==> src/verilog/oamu_consts.vh <==
// Constants for the operand address-mode unit
`ifndef OAMU_CONSTS_VH
`define OAMU_CONSTS_VH

// Register byte offsets on the APB
`define OAMU_A_INSTR    8'h00
`define OAMU_A_STAT     8'h04
`define OAMU_A_PSW      8'h08
`define OAMU_A_RES      8'h0C
`define OAMU_A_EA       8'h10
`define OAMU_A_GRF_HI   3'h1

// Instruction field positions
`define OAMU_SRC_MSB    11
`define OAMU_SRC_LSB    6
`define OAMU_DST_MSB    5
`define OAMU_DST_LSB    0
`define OAMU_BYTE_BIT   15

// Address modes
`define OAMU_M_REG      3'h0
`define OAMU_M_DEF      3'h1
`define OAMU_M_AINC     3'h2
`define OAMU_M_AINCD    3'h3
`define OAMU_M_ADEC     3'h4
`define OAMU_M_ADECD    3'h5
`define OAMU_M_IDX      3'h6
`define OAMU_M_IDXD     3'h7
`define OAMU_PC_NUM     3'h7

// Step sizes
`define OAMU_STEP_W     16'h0002
`define OAMU_STEP_B     16'h0001
`define OAMU_XW_ADV     16'h0002

// Instruction groups
`define OAMU_G_DOUBLE   3'h0
`define OAMU_G_REGOP    3'h1
`define OAMU_G_SINGLE   3'h2
`define OAMU_G_PCTL     3'h3
`define OAMU_G_OPER     3'h4
`define OAMU_G_CCOP     3'h5
`define OAMU_G_FLOAT    3'h6

// Status bit positions
`define OAMU_ST_BUSY    0
`define OAMU_ST_DONE    1
`define OAMU_ST_GRP_LSB 2
`define OAMU_ST_GRP_MSB 4
`define OAMU_ST_FP      5
`define OAMU_ST_MOVE    6

// Condition-code bit positions
`define OAMU_CC_N       3
`define OAMU_CC_Z       2
`define OAMU_CC_V       1
`define OAMU_CC_C       0

// Reset values
`define OAMU_RST_W16    16'h0000
`define OAMU_RST_CC     4'h0

`endif

==> src/verilog/oamu_core.v <==
// Operand address-mode evaluation, group decode and move execution
// How it works
// - Mode 0: the selected register itself is the operand, no memory access.
// - Mode 1: register holds the operand address; register unchanged.
// - Mode 2, not PC: access at register, then add step size to it.
// - Mode 3, not PC: read pointer at register, then register plus 2 always.
// - Mode 4: subtract step size first, then use new value as address.
// - Mode 5: decrement first, then read pointer at the new address.
// - Mode 6, not PC: next stream word plus register is the address.
// - Mode 7, not PC: stream word plus register points to the address.
// - Mode 2 on PC: next stream word is the immediate operand, PC skips it.
// - Mode 3 on PC: next stream word is the absolute operand address.
// - Mode 6 on PC: stream word plus updated PC is the address.
// - Mode 7 on PC: stream word plus PC points to the address.
// - Source and destination specifiers are mode and register fields.
// - Every instruction falls in one of seven groups.
// - Floating-point opcodes are handed to the coprocessor, not executed.
// - Word move copies; N from bit 15, Z if zero, V cleared.
// - Byte move copies; N from bit 7, Z if low byte zero, V cleared.
// - Step size is 2 for words and 1 for bytes, except 2 for bytes on the PC.
// - Register 7 is the program counter.
`timescale 1ns/1ps
`include "oamu_consts.vh"
module oamu_core (
    // Clock and reset
    input  wire        pclk,
    input  wire        presetn,
    // APB slave
    input  wire        psel,
    input  wire        penable,
    input  wire        pwrite,
    input  wire [7:0]  paddr,
    input  wire [31:0] pwdata,
    output wire [31:0] prdata,
    output wire        pready,
    output wire        pslverr,
    // Main memory
    output wire        mem_req,
    output wire        mem_we,
    output wire        mem_byte,
    output wire [15:0] mem_addr,
    output wire [15:0] mem_wdata,
    input  wire        mem_ack,
    input  wire [15:0] mem_rdata,
    // Floating-point coprocessor
    output wire        fp_valid,
    output wire [15:0] fp_instr,
    input  wire        fp_done
);
    localparam [3:0] S_IDLE = 4'h0;
    localparam [3:0] S_DECD = 4'h1;
    localparam [3:0] S_SPEC = 4'h2;
    localparam [3:0] S_XFET = 4'h3;
    localparam [3:0] S_INDX = 4'h4;
    localparam [3:0] S_DEFR = 4'h5;
    localparam [3:0] S_OPRD = 4'h6;
    localparam [3:0] S_WRIT = 4'h7;
    localparam [3:0] S_FPWT = 4'h8;

    reg [3:0]  st_r;
    reg        phase_r;
    reg [15:0] ir_r;
    reg [15:0] src_r;
    reg [15:0] x_r;
    reg [15:0] ea_r;
    reg [15:0] res_r;
    reg [3:0]  cc_r;
    reg        done_r;
    reg        moved_r;
    reg [31:0] prdata_r;
    reg        pready_r;
    reg        pslverr_r;
    reg        mem_req_r;
    reg        mem_we_r;
    reg        mem_byte_r;
    reg [15:0] mem_addr_r;
    reg [15:0] mem_wdata_r;
    reg        fp_valid_r;
    reg [15:0] fp_instr_r;

    reg [2:0]  grp;
    reg        rf_we;
    reg [15:0] rf_wd;
    reg [31:0] rd_mux;
    reg        acc_err;

    wire [5:0]  spec    = phase_r ? ir_r[`OAMU_DST_MSB:`OAMU_DST_LSB]
                                  : ir_r[`OAMU_SRC_MSB:`OAMU_SRC_LSB];
    wire [2:0]  mode    = spec[5:3];
    wire [2:0]  rnum    = spec[2:0];
    wire        is_byte = ir_r[`OAMU_BYTE_BIT];
    wire        is_move = (ir_r[14:12] == 3'h1);
    wire        is_pc   = (rnum == `OAMU_PC_NUM);
    wire [15:0] step    = (is_byte && !is_pc) ? `OAMU_STEP_B : `OAMU_STEP_W;
    wire [15:0] rval;
    wire [15:0] apb_rval;
    wire [15:0] pc_val;
    wire [15:0] byte_rd = mem_addr_r[0] ? {{8{mem_rdata[15]}}, mem_rdata[15:8]}
                                        : {{8{mem_rdata[7]}}, mem_rdata[7:0]};
    wire [15:0] idx_sum = x_r + rval;
    wire        setup   = psel & ~penable;
    wire        access  = psel & penable & pready_r;
    wire        wr_ok   = access & pwrite & ~pslverr_r;
    wire        grf_sel = (paddr[7:5] == `OAMU_A_GRF_HI);

    oamu_grf u_grf (
        .pclk    (pclk),
        .presetn (presetn),
        .we      (rf_we),
        .wa      ((st_r == S_IDLE) ? paddr[4:2] : ((st_r == S_XFET) ? `OAMU_PC_NUM : rnum)),
        .wd      (rf_wd),
        .ra      (rnum),
        .rd_a    (rval),
        .rb      (paddr[4:2]),
        .rd_b    (apb_rval),
        .pc      (pc_val)
    );

    // Instruction group classification
    always @* begin
        grp = `OAMU_G_SINGLE;
        if (ir_r[15:12] == 4'hF) begin
            grp = `OAMU_G_FLOAT;
        end else if (ir_r[15:12] == 4'h7) begin
            grp = `OAMU_G_REGOP;
        end else if (ir_r[14:12] != 3'h0) begin
            grp = `OAMU_G_DOUBLE;
        end else if (ir_r[11:9] == 3'h4) begin
            grp = `OAMU_G_PCTL;
        end else if (!ir_r[11] && (ir_r[15] || ir_r[10:8] != 3'h0)) begin
            grp = `OAMU_G_PCTL;
        end else if (!ir_r[15] && ir_r[11:6] == 6'h34) begin
            grp = `OAMU_G_PCTL;
        end else if (ir_r[15:8] == 8'h00) begin
            case (ir_r[7:6])
                2'h0: grp = `OAMU_G_OPER;
                2'h1: grp = `OAMU_G_PCTL;
                2'h2: begin
                    if (ir_r[5]) begin
                        grp = `OAMU_G_CCOP;
                    end else if (ir_r[5:3] == 3'h0) begin
                        grp = `OAMU_G_PCTL;
                    end else begin
                        grp = `OAMU_G_OPER;
                    end
                end
                default: grp = `OAMU_G_SINGLE;
            endcase
        end
    end

    // Register side effects
    always @* begin
        rf_we = 1'b0;
        rf_wd = `OAMU_RST_W16;
        case (st_r)
            S_IDLE: begin
                rf_we = wr_ok & grf_sel;
                rf_wd = pwdata[15:0];
            end
            S_SPEC: begin
                case (mode)
                    `OAMU_M_REG: begin
                        rf_we = phase_r;
                        rf_wd = is_byte ? {{8{src_r[7]}}, src_r[7:0]} : src_r;
                    end
                    `OAMU_M_AINC: begin
                        rf_we = 1'b1;
                        rf_wd = rval + step;
                    end
                    `OAMU_M_AINCD: begin
                        rf_we = 1'b1;
                        rf_wd = rval + `OAMU_STEP_W;
                    end
                    `OAMU_M_ADEC: begin
                        rf_we = 1'b1;
                        rf_wd = rval - step;
                    end
                    `OAMU_M_ADECD: begin
                        rf_we = 1'b1;
                        rf_wd = rval - `OAMU_STEP_W;
                    end
                    default: rf_we = 1'b0;
                endcase
            end
            S_XFET: begin
                rf_we = mem_ack;
                rf_wd = pc_val + `OAMU_XW_ADV;
            end
            default: rf_we = 1'b0;
        endcase
    end

    // APB read data and error decode
    always @* begin
        rd_mux  = 32'h0000_0000;
        acc_err = (paddr[1:0] != 2'h0);
        if (grf_sel) begin
            rd_mux  = {16'h0000, apb_rval};
            acc_err = acc_err | (pwrite & (st_r != S_IDLE));
        end else begin
            case (paddr)
                `OAMU_A_INSTR: begin
                    rd_mux  = {16'h0000, ir_r};
                    acc_err = acc_err | (pwrite & (st_r != S_IDLE));
                end
                `OAMU_A_STAT: begin
                    rd_mux[`OAMU_ST_BUSY] = (st_r != S_IDLE);
                    rd_mux[`OAMU_ST_DONE] = done_r;
                    rd_mux[`OAMU_ST_GRP_MSB:`OAMU_ST_GRP_LSB] = grp;
                    rd_mux[`OAMU_ST_FP]   = fp_valid_r;
                    rd_mux[`OAMU_ST_MOVE] = moved_r;
                    acc_err = acc_err | pwrite;
                end
                `OAMU_A_PSW: begin
                    rd_mux  = {28'h000_0000, cc_r};
                    acc_err = acc_err | (pwrite & (st_r != S_IDLE));
                end
                `OAMU_A_RES: begin
                    rd_mux  = {16'h0000, res_r};
                    acc_err = acc_err | pwrite;
                end
                `OAMU_A_EA: begin
                    rd_mux  = {16'h0000, ea_r};
                    acc_err = acc_err | pwrite;
                end
                default: acc_err = 1'b1;
            endcase
        end
    end

    task launch;
        input [15:0] a;
        input        wr;
        input        bt;
        begin
            mem_req_r   <= 1'b1;
            mem_addr_r  <= a;
            mem_we_r    <= wr;
            mem_byte_r  <= bt;
            mem_wdata_r <= bt ? {src_r[7:0], src_r[7:0]} : src_r;
        end
    endtask

    task operand_at;
        input [15:0] a;
        begin
            ea_r <= a;
            launch(a, phase_r, is_byte);
            st_r <= phase_r ? S_WRIT : S_OPRD;
        end
    endtask

    task finish_move;
        begin
            res_r   <= src_r;
            moved_r <= 1'b1;
            done_r  <= 1'b1;
            st_r    <= S_IDLE;
            cc_r[`OAMU_CC_V] <= 1'b0;
            if (is_byte) begin
                cc_r[`OAMU_CC_N] <= src_r[7];
                cc_r[`OAMU_CC_Z] <= (src_r[7:0] == 8'h00);
            end else begin
                cc_r[`OAMU_CC_N] <= src_r[15];
                cc_r[`OAMU_CC_Z] <= (src_r == 16'h0000);
            end
        end
    endtask

    // APB handshake: no wait states, answer latched in the setup cycle
    always @(posedge pclk or negedge presetn) begin
        if (!presetn) begin
            pready_r  <= 1'b0;
            pslverr_r <= 1'b0;
            prdata_r  <= 32'h0000_0000;
        end else begin
            pready_r <= setup;
            if (setup) begin
                pslverr_r <= acc_err;
                prdata_r  <= pwrite ? 32'h0000_0000 : rd_mux;
            end
        end
    end

    // Sequencer
    always @(posedge pclk or negedge presetn) begin
        if (!presetn) begin
            st_r        <= S_IDLE;
            phase_r     <= 1'b0;
            ir_r        <= `OAMU_RST_W16;
            src_r       <= `OAMU_RST_W16;
            x_r         <= `OAMU_RST_W16;
            ea_r        <= `OAMU_RST_W16;
            res_r       <= `OAMU_RST_W16;
            cc_r        <= `OAMU_RST_CC;
            done_r      <= 1'b0;
            moved_r     <= 1'b0;
            mem_req_r   <= 1'b0;
            mem_we_r    <= 1'b0;
            mem_byte_r  <= 1'b0;
            mem_addr_r  <= `OAMU_RST_W16;
            mem_wdata_r <= `OAMU_RST_W16;
            fp_valid_r  <= 1'b0;
            fp_instr_r  <= `OAMU_RST_W16;
        end else begin
            case (st_r)
                S_IDLE: begin
                    if (wr_ok && paddr == `OAMU_A_PSW) begin
                        cc_r <= pwdata[3:0];
                    end
                    if (wr_ok && paddr == `OAMU_A_INSTR) begin
                        ir_r    <= pwdata[15:0];
                        done_r  <= 1'b0;
                        moved_r <= 1'b0;
                        st_r    <= S_DECD;
                    end
                end
                S_DECD: begin
                    phase_r <= 1'b0;
                    if (grp == `OAMU_G_FLOAT) begin
                        fp_valid_r <= 1'b1;
                        fp_instr_r <= ir_r;
                        st_r       <= S_FPWT;
                    end else if (is_move) begin
                        st_r <= S_SPEC;
                    end else begin
                        done_r <= 1'b1;
                        st_r   <= S_IDLE;
                    end
                end
                S_SPEC: begin
                    case (mode)
                        `OAMU_M_REG: begin
                            if (phase_r) begin
                                finish_move;
                            end else begin
                                src_r   <= is_byte ? {{8{rval[7]}}, rval[7:0]} : rval;
                                phase_r <= 1'b1;
                            end
                        end
                        `OAMU_M_DEF:   operand_at(rval);
                        `OAMU_M_AINC:  operand_at(rval);
                        `OAMU_M_AINCD: begin
                            launch(rval, 1'b0, 1'b0);
                            st_r <= S_DEFR;
                        end
                        `OAMU_M_ADEC:  operand_at(rval - step);
                        `OAMU_M_ADECD: begin
                            launch(rval - `OAMU_STEP_W, 1'b0, 1'b0);
                            st_r <= S_DEFR;
                        end
                        default: begin
                            launch(pc_val, 1'b0, 1'b0);
                            st_r <= S_XFET;
                        end
                    endcase
                end
                S_XFET: begin
                    if (mem_ack) begin
                        mem_req_r <= 1'b0;
                        x_r       <= mem_rdata;
                        st_r      <= S_INDX;
                    end
                end
                S_INDX: begin
                    if (mode == `OAMU_M_IDX) begin
                        operand_at(idx_sum);
                    end else begin
                        launch(idx_sum, 1'b0, 1'b0);
                        st_r <= S_DEFR;
                    end
                end
                S_DEFR: begin
                    if (mem_ack) begin
                        mem_req_r <= 1'b0;
                        operand_at(mem_rdata);
                    end
                end
                S_OPRD: begin
                    if (mem_ack) begin
                        mem_req_r <= 1'b0;
                        src_r     <= is_byte ? byte_rd : mem_rdata;
                        phase_r   <= 1'b1;
                        st_r      <= S_SPEC;
                    end
                end
                S_WRIT: begin
                    if (mem_ack) begin
                        mem_req_r <= 1'b0;
                        finish_move;
                    end
                end
                S_FPWT: begin
                    if (fp_done) begin
                        fp_valid_r <= 1'b0;
                        done_r     <= 1'b1;
                        st_r       <= S_IDLE;
                    end
                end
                default: st_r <= S_IDLE;
            endcase
        end
    end

    assign prdata    = prdata_r;
    assign pready    = pready_r;
    assign pslverr   = pslverr_r;
    assign mem_req   = mem_req_r;
    assign mem_we    = mem_we_r;
    assign mem_byte  = mem_byte_r;
    assign mem_addr  = mem_addr_r;
    assign mem_wdata = mem_wdata_r;
    assign fp_valid  = fp_valid_r;
    assign fp_instr  = fp_instr_r;
endmodule // oamu_core

==> src/verilog/oamu_grf.v <==
// General register file, eight words, one write port
`timescale 1ns/1ps
`include "oamu_consts.vh"
module oamu_grf (
    // Clock and reset
    input  wire        pclk,
    input  wire        presetn,
    // Write port
    input  wire        we,
    input  wire [2:0]  wa,
    input  wire [15:0] wd,
    // Read ports
    input  wire [2:0]  ra,
    output wire [15:0] rd_a,
    input  wire [2:0]  rb,
    output wire [15:0] rd_b,
    output wire [15:0] pc
);
    reg [15:0] gr_r [0:7];
    integer    i;

    always @(posedge pclk or negedge presetn) begin
        if (!presetn) begin
            for (i = 0; i < 8; i = i + 1) begin
                gr_r[i] <= `OAMU_RST_W16;
            end
        end else if (we) begin
            gr_r[wa] <= wd;
        end
    end

    assign rd_a = gr_r[ra];
    assign rd_b = gr_r[rb];
    assign pc   = gr_r[`OAMU_PC_NUM];
endmodule // oamu_grf

==> config.mk <==
export PLATFORM = sky130hd
export DESIGN_NAME = oamu_core
export DESIGN_NICKNAME = d
export VERILOG_FILES = /design/src/verilog/oamu_core.v /design/src/verilog/oamu_grf.v
export VERILOG_INCLUDE_DIRS = /design/src /design/src/verilog
export SDC_FILE = /design/constraint.sdc
export NUM_CORES = 1
export LEC_CHECK = 0
export ABC_AREA = 1
export BUFFER_PORTS_ARGS = -buffer_cell sky130_fd_sc_hd__buf_2
export CORE_MARGIN = 2
export CORE_UTILIZATION = 55
export CTS_BUF_LIST = sky130_fd_sc_hd__clkbuf_8 sky130_fd_sc_hd__clkbuf_16
export DETAILED_ROUTE_END_ITERATION = 12
export PLACE_DENSITY_LB_ADDON = 0.2
export SLEW_MARGIN = 20
export SYNTH_ARGS = -nofsm -noshare
export SYNTH_HDL_FRONTEND = slang
export SYNTH_SLANG_ARGS = --single-unit
==> constraint.sdc <==
create_clock -name pclk -period 3.7 [get_ports pclk]
set_clock_uncertainty 0.1 [all_clocks]
set_input_delay 0.37 -clock pclk [delete_from_list [all_inputs] [get_ports pclk]]
set_output_delay 0.37 -clock pclk [all_outputs]
set_load 0.005 [all_outputs]
==> results_dict.tcl <==
set metrics [dict create \
    run_status "finished clean" \
    sequential_cell_area_um2 7230 \
    slew_violations 0 \
    cts-htree-levels 2 \
    grt_max_degree 96 \
    viasPerCell 6.14 \
    clk_pin_slew_ps 60 \
    fin_tns_setup_ps 0 \
    cts_inserted_buffers 35 \
    finalNetCount 2942 \
    synth-seq-cells 289 \
    cell_internal_pwr_w 0.00672 \
    global_route.overflow_total 0 \
    place.detailed.hpwl_mm 56.1 \
    core_um2 33400 \
    cts_tree "done" \
    chipHeight_um 188 \
    post-route-drc-count 0 \
    drtAntennaViolNets 0 \
    max_slew.worst_pin.slew_ps 920 \
    clk-insertion-delay-late_ps 560 \
    proportion_of_power_drawn_by_combinational_gates 0.295 \
    placement_rows 67 \
    yosys-top-cells-area "sky130_fd_sc_hd__dfrtp_1 (39%), sky130_fd_sc_hd__nand2_1 (17%), sky130_fd_sc_hd__o21ai_0 (7.3%), sky130_fd_sc_hd__nand3_1 (6.4%), sky130_fd_sc_hd__inv_1 (4.2%)" \
    cts-root-buf "sky130_fd_sc_hd__clkbuf_16" \
    clock-sinks 289 \
    overall_track_demand_over_capacity_in_global_routing 0.425 \
    setup_slack_ps 54.8 \
    cts_buffer_depth 3 \
    detail_route.wl_per_cell_um 22.8 \
    post-synth-top-count-cell "sky130_fd_sc_hd__nand2_1" \
    critPathLaunchType "flop" \
    fin_crit_ps 3650 \
    yosys.area.top_type "sky130_fd_sc_hd__dfrtp_1" \
    grt_pass1_vias 18600 \
    die_w_um 188 \
    fin_crit_sh 0.985 \
    synth_top_area_share 0.389 \
    share_seq_of_total_power 0.377 \
    placement.io_buffers 116 \
    power.leakage_nw 10.7 \
    detail_route.first_pass.iterations 7 \
    fill_cell_instance_count_of_the_final_layout 3001 \
    critPathArrivalTime_ps 3970 \
    syn-mean-instance-area_um2 6.98 \
    finalSetupViolations 0 \
    power.switching_fraction 0.367 \
    area.growth.synth_to_final_pct 17.3 \
    finalInstanceArea_um2 21800 \
    ys_top_cells_by_count "sky130_fd_sc_hd__nand2_1 (842), sky130_fd_sc_hd__dfrtp_1 (289), sky130_fd_sc_hd__o21ai_0 (272)" \
    design.portCount 149 \
    dr.first_iter.drc_count 2524 \
    synth_cell_area_um2 18600 \
    ratio_of_cells_with_drive_above_1_in_the_final_layout 0.164 \
    dr_total_vias 20400 \
    holdWs_ps 13.6 \
    cellPowerDensity_nw_per_um2 486 \
    path_max_fanout 8 \
    routabilityCongestion 1.00 \
    max_transition_margin 0.386 \
    post_place_setup_slack_ps -223 \
    yosys_warnings 0 \
    timing.fmax_mhz 274 \
    hold_viol 0 \
    placement.cell_area_um2 20200 \
    power.share.clock 0.328 \
    postSynthCellCount 2667 \
    drv_cap 0 \
    initial_antenna_violation_count 2 \
    synth_enable_flop_cells 0 \
    insertedDiodeCount 0 \
    yosys.cell_types.count 61 \
    die_area_um2 35300 \
    grt_pass1_wl_mm 114 \
    synth_top_flop_cell "sky130_fd_sc_hd__dfrtp_1" \
    multi_input_area_um2 10100 \
    synth_async_sr_flop_share 1.00 \
    initial_core_utilization 0.556 \
    synth.yosys.seq_area_share 0.389 \
    crit_type "reg -> reg" \
    worst_ir_drop_vdd_mv 0.391 \
    end_kind "flop" \
    net-switching-power_w 0.00390 \
    finalWirelength_mm 75.9 \
    required_ps 4030 \
    min_path_type "in -> reg" \
]
==> path summary, 6_finish.rpt <==
path	cells after the start	to	slack, ps	startpoint
worst max-delay path	18	u_grf.gr_r[33]$_DFFE_PN0P_	50	phase_r$_DFFE_PN0P_
worst min-delay path	3	ir_r[11]$_DFFE_PN0P_	10	pwdata[11]
worst max register to register	18	u_grf.gr_r[33]$_DFFE_PN0P_	50	phase_r$_DFFE_PN0P_
worst min register to register	1	fp_instr[15]$_DFFE_PN0N_	370	fp_instr[15]$_DFFE_PN0N_
max in group asynchronous	3	pslverr$_DFFE_PN0P_	2200	presetn
min in group asynchronous	2	fp_instr[13]$_DFFE_PN0N_	340	presetn
==> power groups by stage <==
stage                     logic [W]  clock network (W)  registers (W)
after detailed placement    0.00295                  0        0.00402
after floorplan             0.00171                  0        0.00389
after CTS                   0.00297            0.00349        0.00397
after global placement      0.00289                  0        0.00401
final                       0.00313            0.00348        0.00400
after global routing        0.00339            0.00359        0.00403
==> metrics by stage <==
| stage | total power, W | std cells | util |
|---|---|---|---|
| 6_report | 0.0106 | 3325 | 0.652 |
| 5_1_grt | 0.0110 | 3325 | 0.652 |
| 4_1_cts | 0.0104 | 3319 | 0.641 |
| 3_5_place_dp | 0.00697 | 3254 | 0.605 |
| 3_3_place_gp | 0.00690 | 3254 | 0.605 |
| 2_1_floorplan | 0.00559 | 2682 | - |
==> critical path, stage by stage, from the launching register on <==
cell,delay [ps]
sky130_fd_sc_hd__dfrtp_2,490
sky130_fd_sc_hd__inv_4,120
sky130_fd_sc_hd__nand2_8,70
sky130_fd_sc_hd__nand2_8,90
sky130_fd_sc_hd__a21oi_1,80
sky130_fd_sc_hd__o21ai_0,100
sky130_fd_sc_hd__o21ai_1,120
sky130_fd_sc_hd__o21ai_2,350
sky130_fd_sc_hd__inv_1,120
sky130_fd_sc_hd__ha_2,220
sky130_fd_sc_hd__fa_1,530
sky130_fd_sc_hd__nor2_1,60
sky130_fd_sc_hd__a21oi_2,190
sky130_fd_sc_hd__o221ai_1,170
sky130_fd_sc_hd__o21ai_1,220
sky130_fd_sc_hd__o211ai_1,130
sky130_fd_sc_hd__buf_4,200
sky130_fd_sc_hd__nand2_1,60
sky130_fd_sc_hd__o21ai_0,90
==> cell families (layout without fill, tap and decap cells) <==
| group | count (synthesis) | in the layout | synth area share |
|---|---|---|---|
| and+or+nand+nor | 1398 | 1398 | 0.321 |
| AOI/OAI and AO/OA | 578 | 578 | 0.184 |
| buffers and inverters | 372 | 567 | 0.0865 |
| DFF | 289 | 289 | 0.389 |
| adders and majority gates | 25 | 25 | 0.0180 |
| xor gates and xnor gates | 4 | 4 | 0.00188 |
| other | 1 | 16 | 0.000202 |
==> routing by layer <==
metal,part of all wire,global-route usage,vias up
li1,-,-,9241
met1,0.39,0.576,9635
met2,0.44,0.656,1290
met3,0.10,0.0767,241
met4,0.059,0.214,2
met5,0.00014,0,-
==> flip-flops by register name, indices dropped and copies added (netlist names), 16 cells and up <==
signal / count
u_grf.gr_r: 112
ea_r: 16
fp_instr: 16
ir_r: 16
mem_addr: 16
mem_wdata: 16
prdata: 16
res_r: 16
src_r: 16
u_grf.pc: 16
x_r: 16
==> layout make-up <==
cell class,instances,area share
Tap cell,448,0.0257
Timing Repair Buffer,272,0.0878
Clock buffer,42,0.0445
Sequential cell,289,0.331
Multi-Input combinational cell,2021,0.462
Clock inverter,18,0.00762
Inverter,235,0.0407
==> cells in the final DEF, fill, tap and decap left out, types with 7 or more instances in the layout <==
master,n
sky130_fd_sc_hd__a21oi_1,87
sky130_fd_sc_hd__a21oi_2,7
sky130_fd_sc_hd__a221oi_1,14
sky130_fd_sc_hd__a31oi_1,26
sky130_fd_sc_hd__a32o_1,17
sky130_fd_sc_hd__buf_12,9
sky130_fd_sc_hd__buf_2,115
sky130_fd_sc_hd__buf_4,136
sky130_fd_sc_hd__clkbuf_16,35
sky130_fd_sc_hd__clkbuf_8,7
sky130_fd_sc_hd__clkinv_1,7
sky130_fd_sc_hd__conb_1,16
sky130_fd_sc_hd__dfrtp_1,287
sky130_fd_sc_hd__ha_1,15
sky130_fd_sc_hd__inv_1,217
sky130_fd_sc_hd__inv_2,16
sky130_fd_sc_hd__nand2_1,832
sky130_fd_sc_hd__nand2_2,28
sky130_fd_sc_hd__nand2_4,15
sky130_fd_sc_hd__nand3_1,234
sky130_fd_sc_hd__nand3_2,11
sky130_fd_sc_hd__nand4_1,14
sky130_fd_sc_hd__nor2_1,190
sky130_fd_sc_hd__nor2_2,16
sky130_fd_sc_hd__nor2_4,13
sky130_fd_sc_hd__nor3_1,21
sky130_fd_sc_hd__o211ai_1,22
sky130_fd_sc_hd__o21ai_0,258
sky130_fd_sc_hd__o21ai_1,38
sky130_fd_sc_hd__o21ai_2,8
sky130_fd_sc_hd__o221ai_1,12
sky130_fd_sc_hd__o22ai_1,37
sky130_fd_sc_hd__o31ai_1,8
sky130_fd_sc_hd__or2_2,11
==> repair_timing <==
item                       in CTS  in global routing
buffers inserted                0                  6
hold buffers                    5                  0
setup endpoints to repair     103                140
gates resized for setup         8                 84
hold endpoints to repair       93                  0
pin swaps                       0                 13
Power figures use the tool's default switching activity.
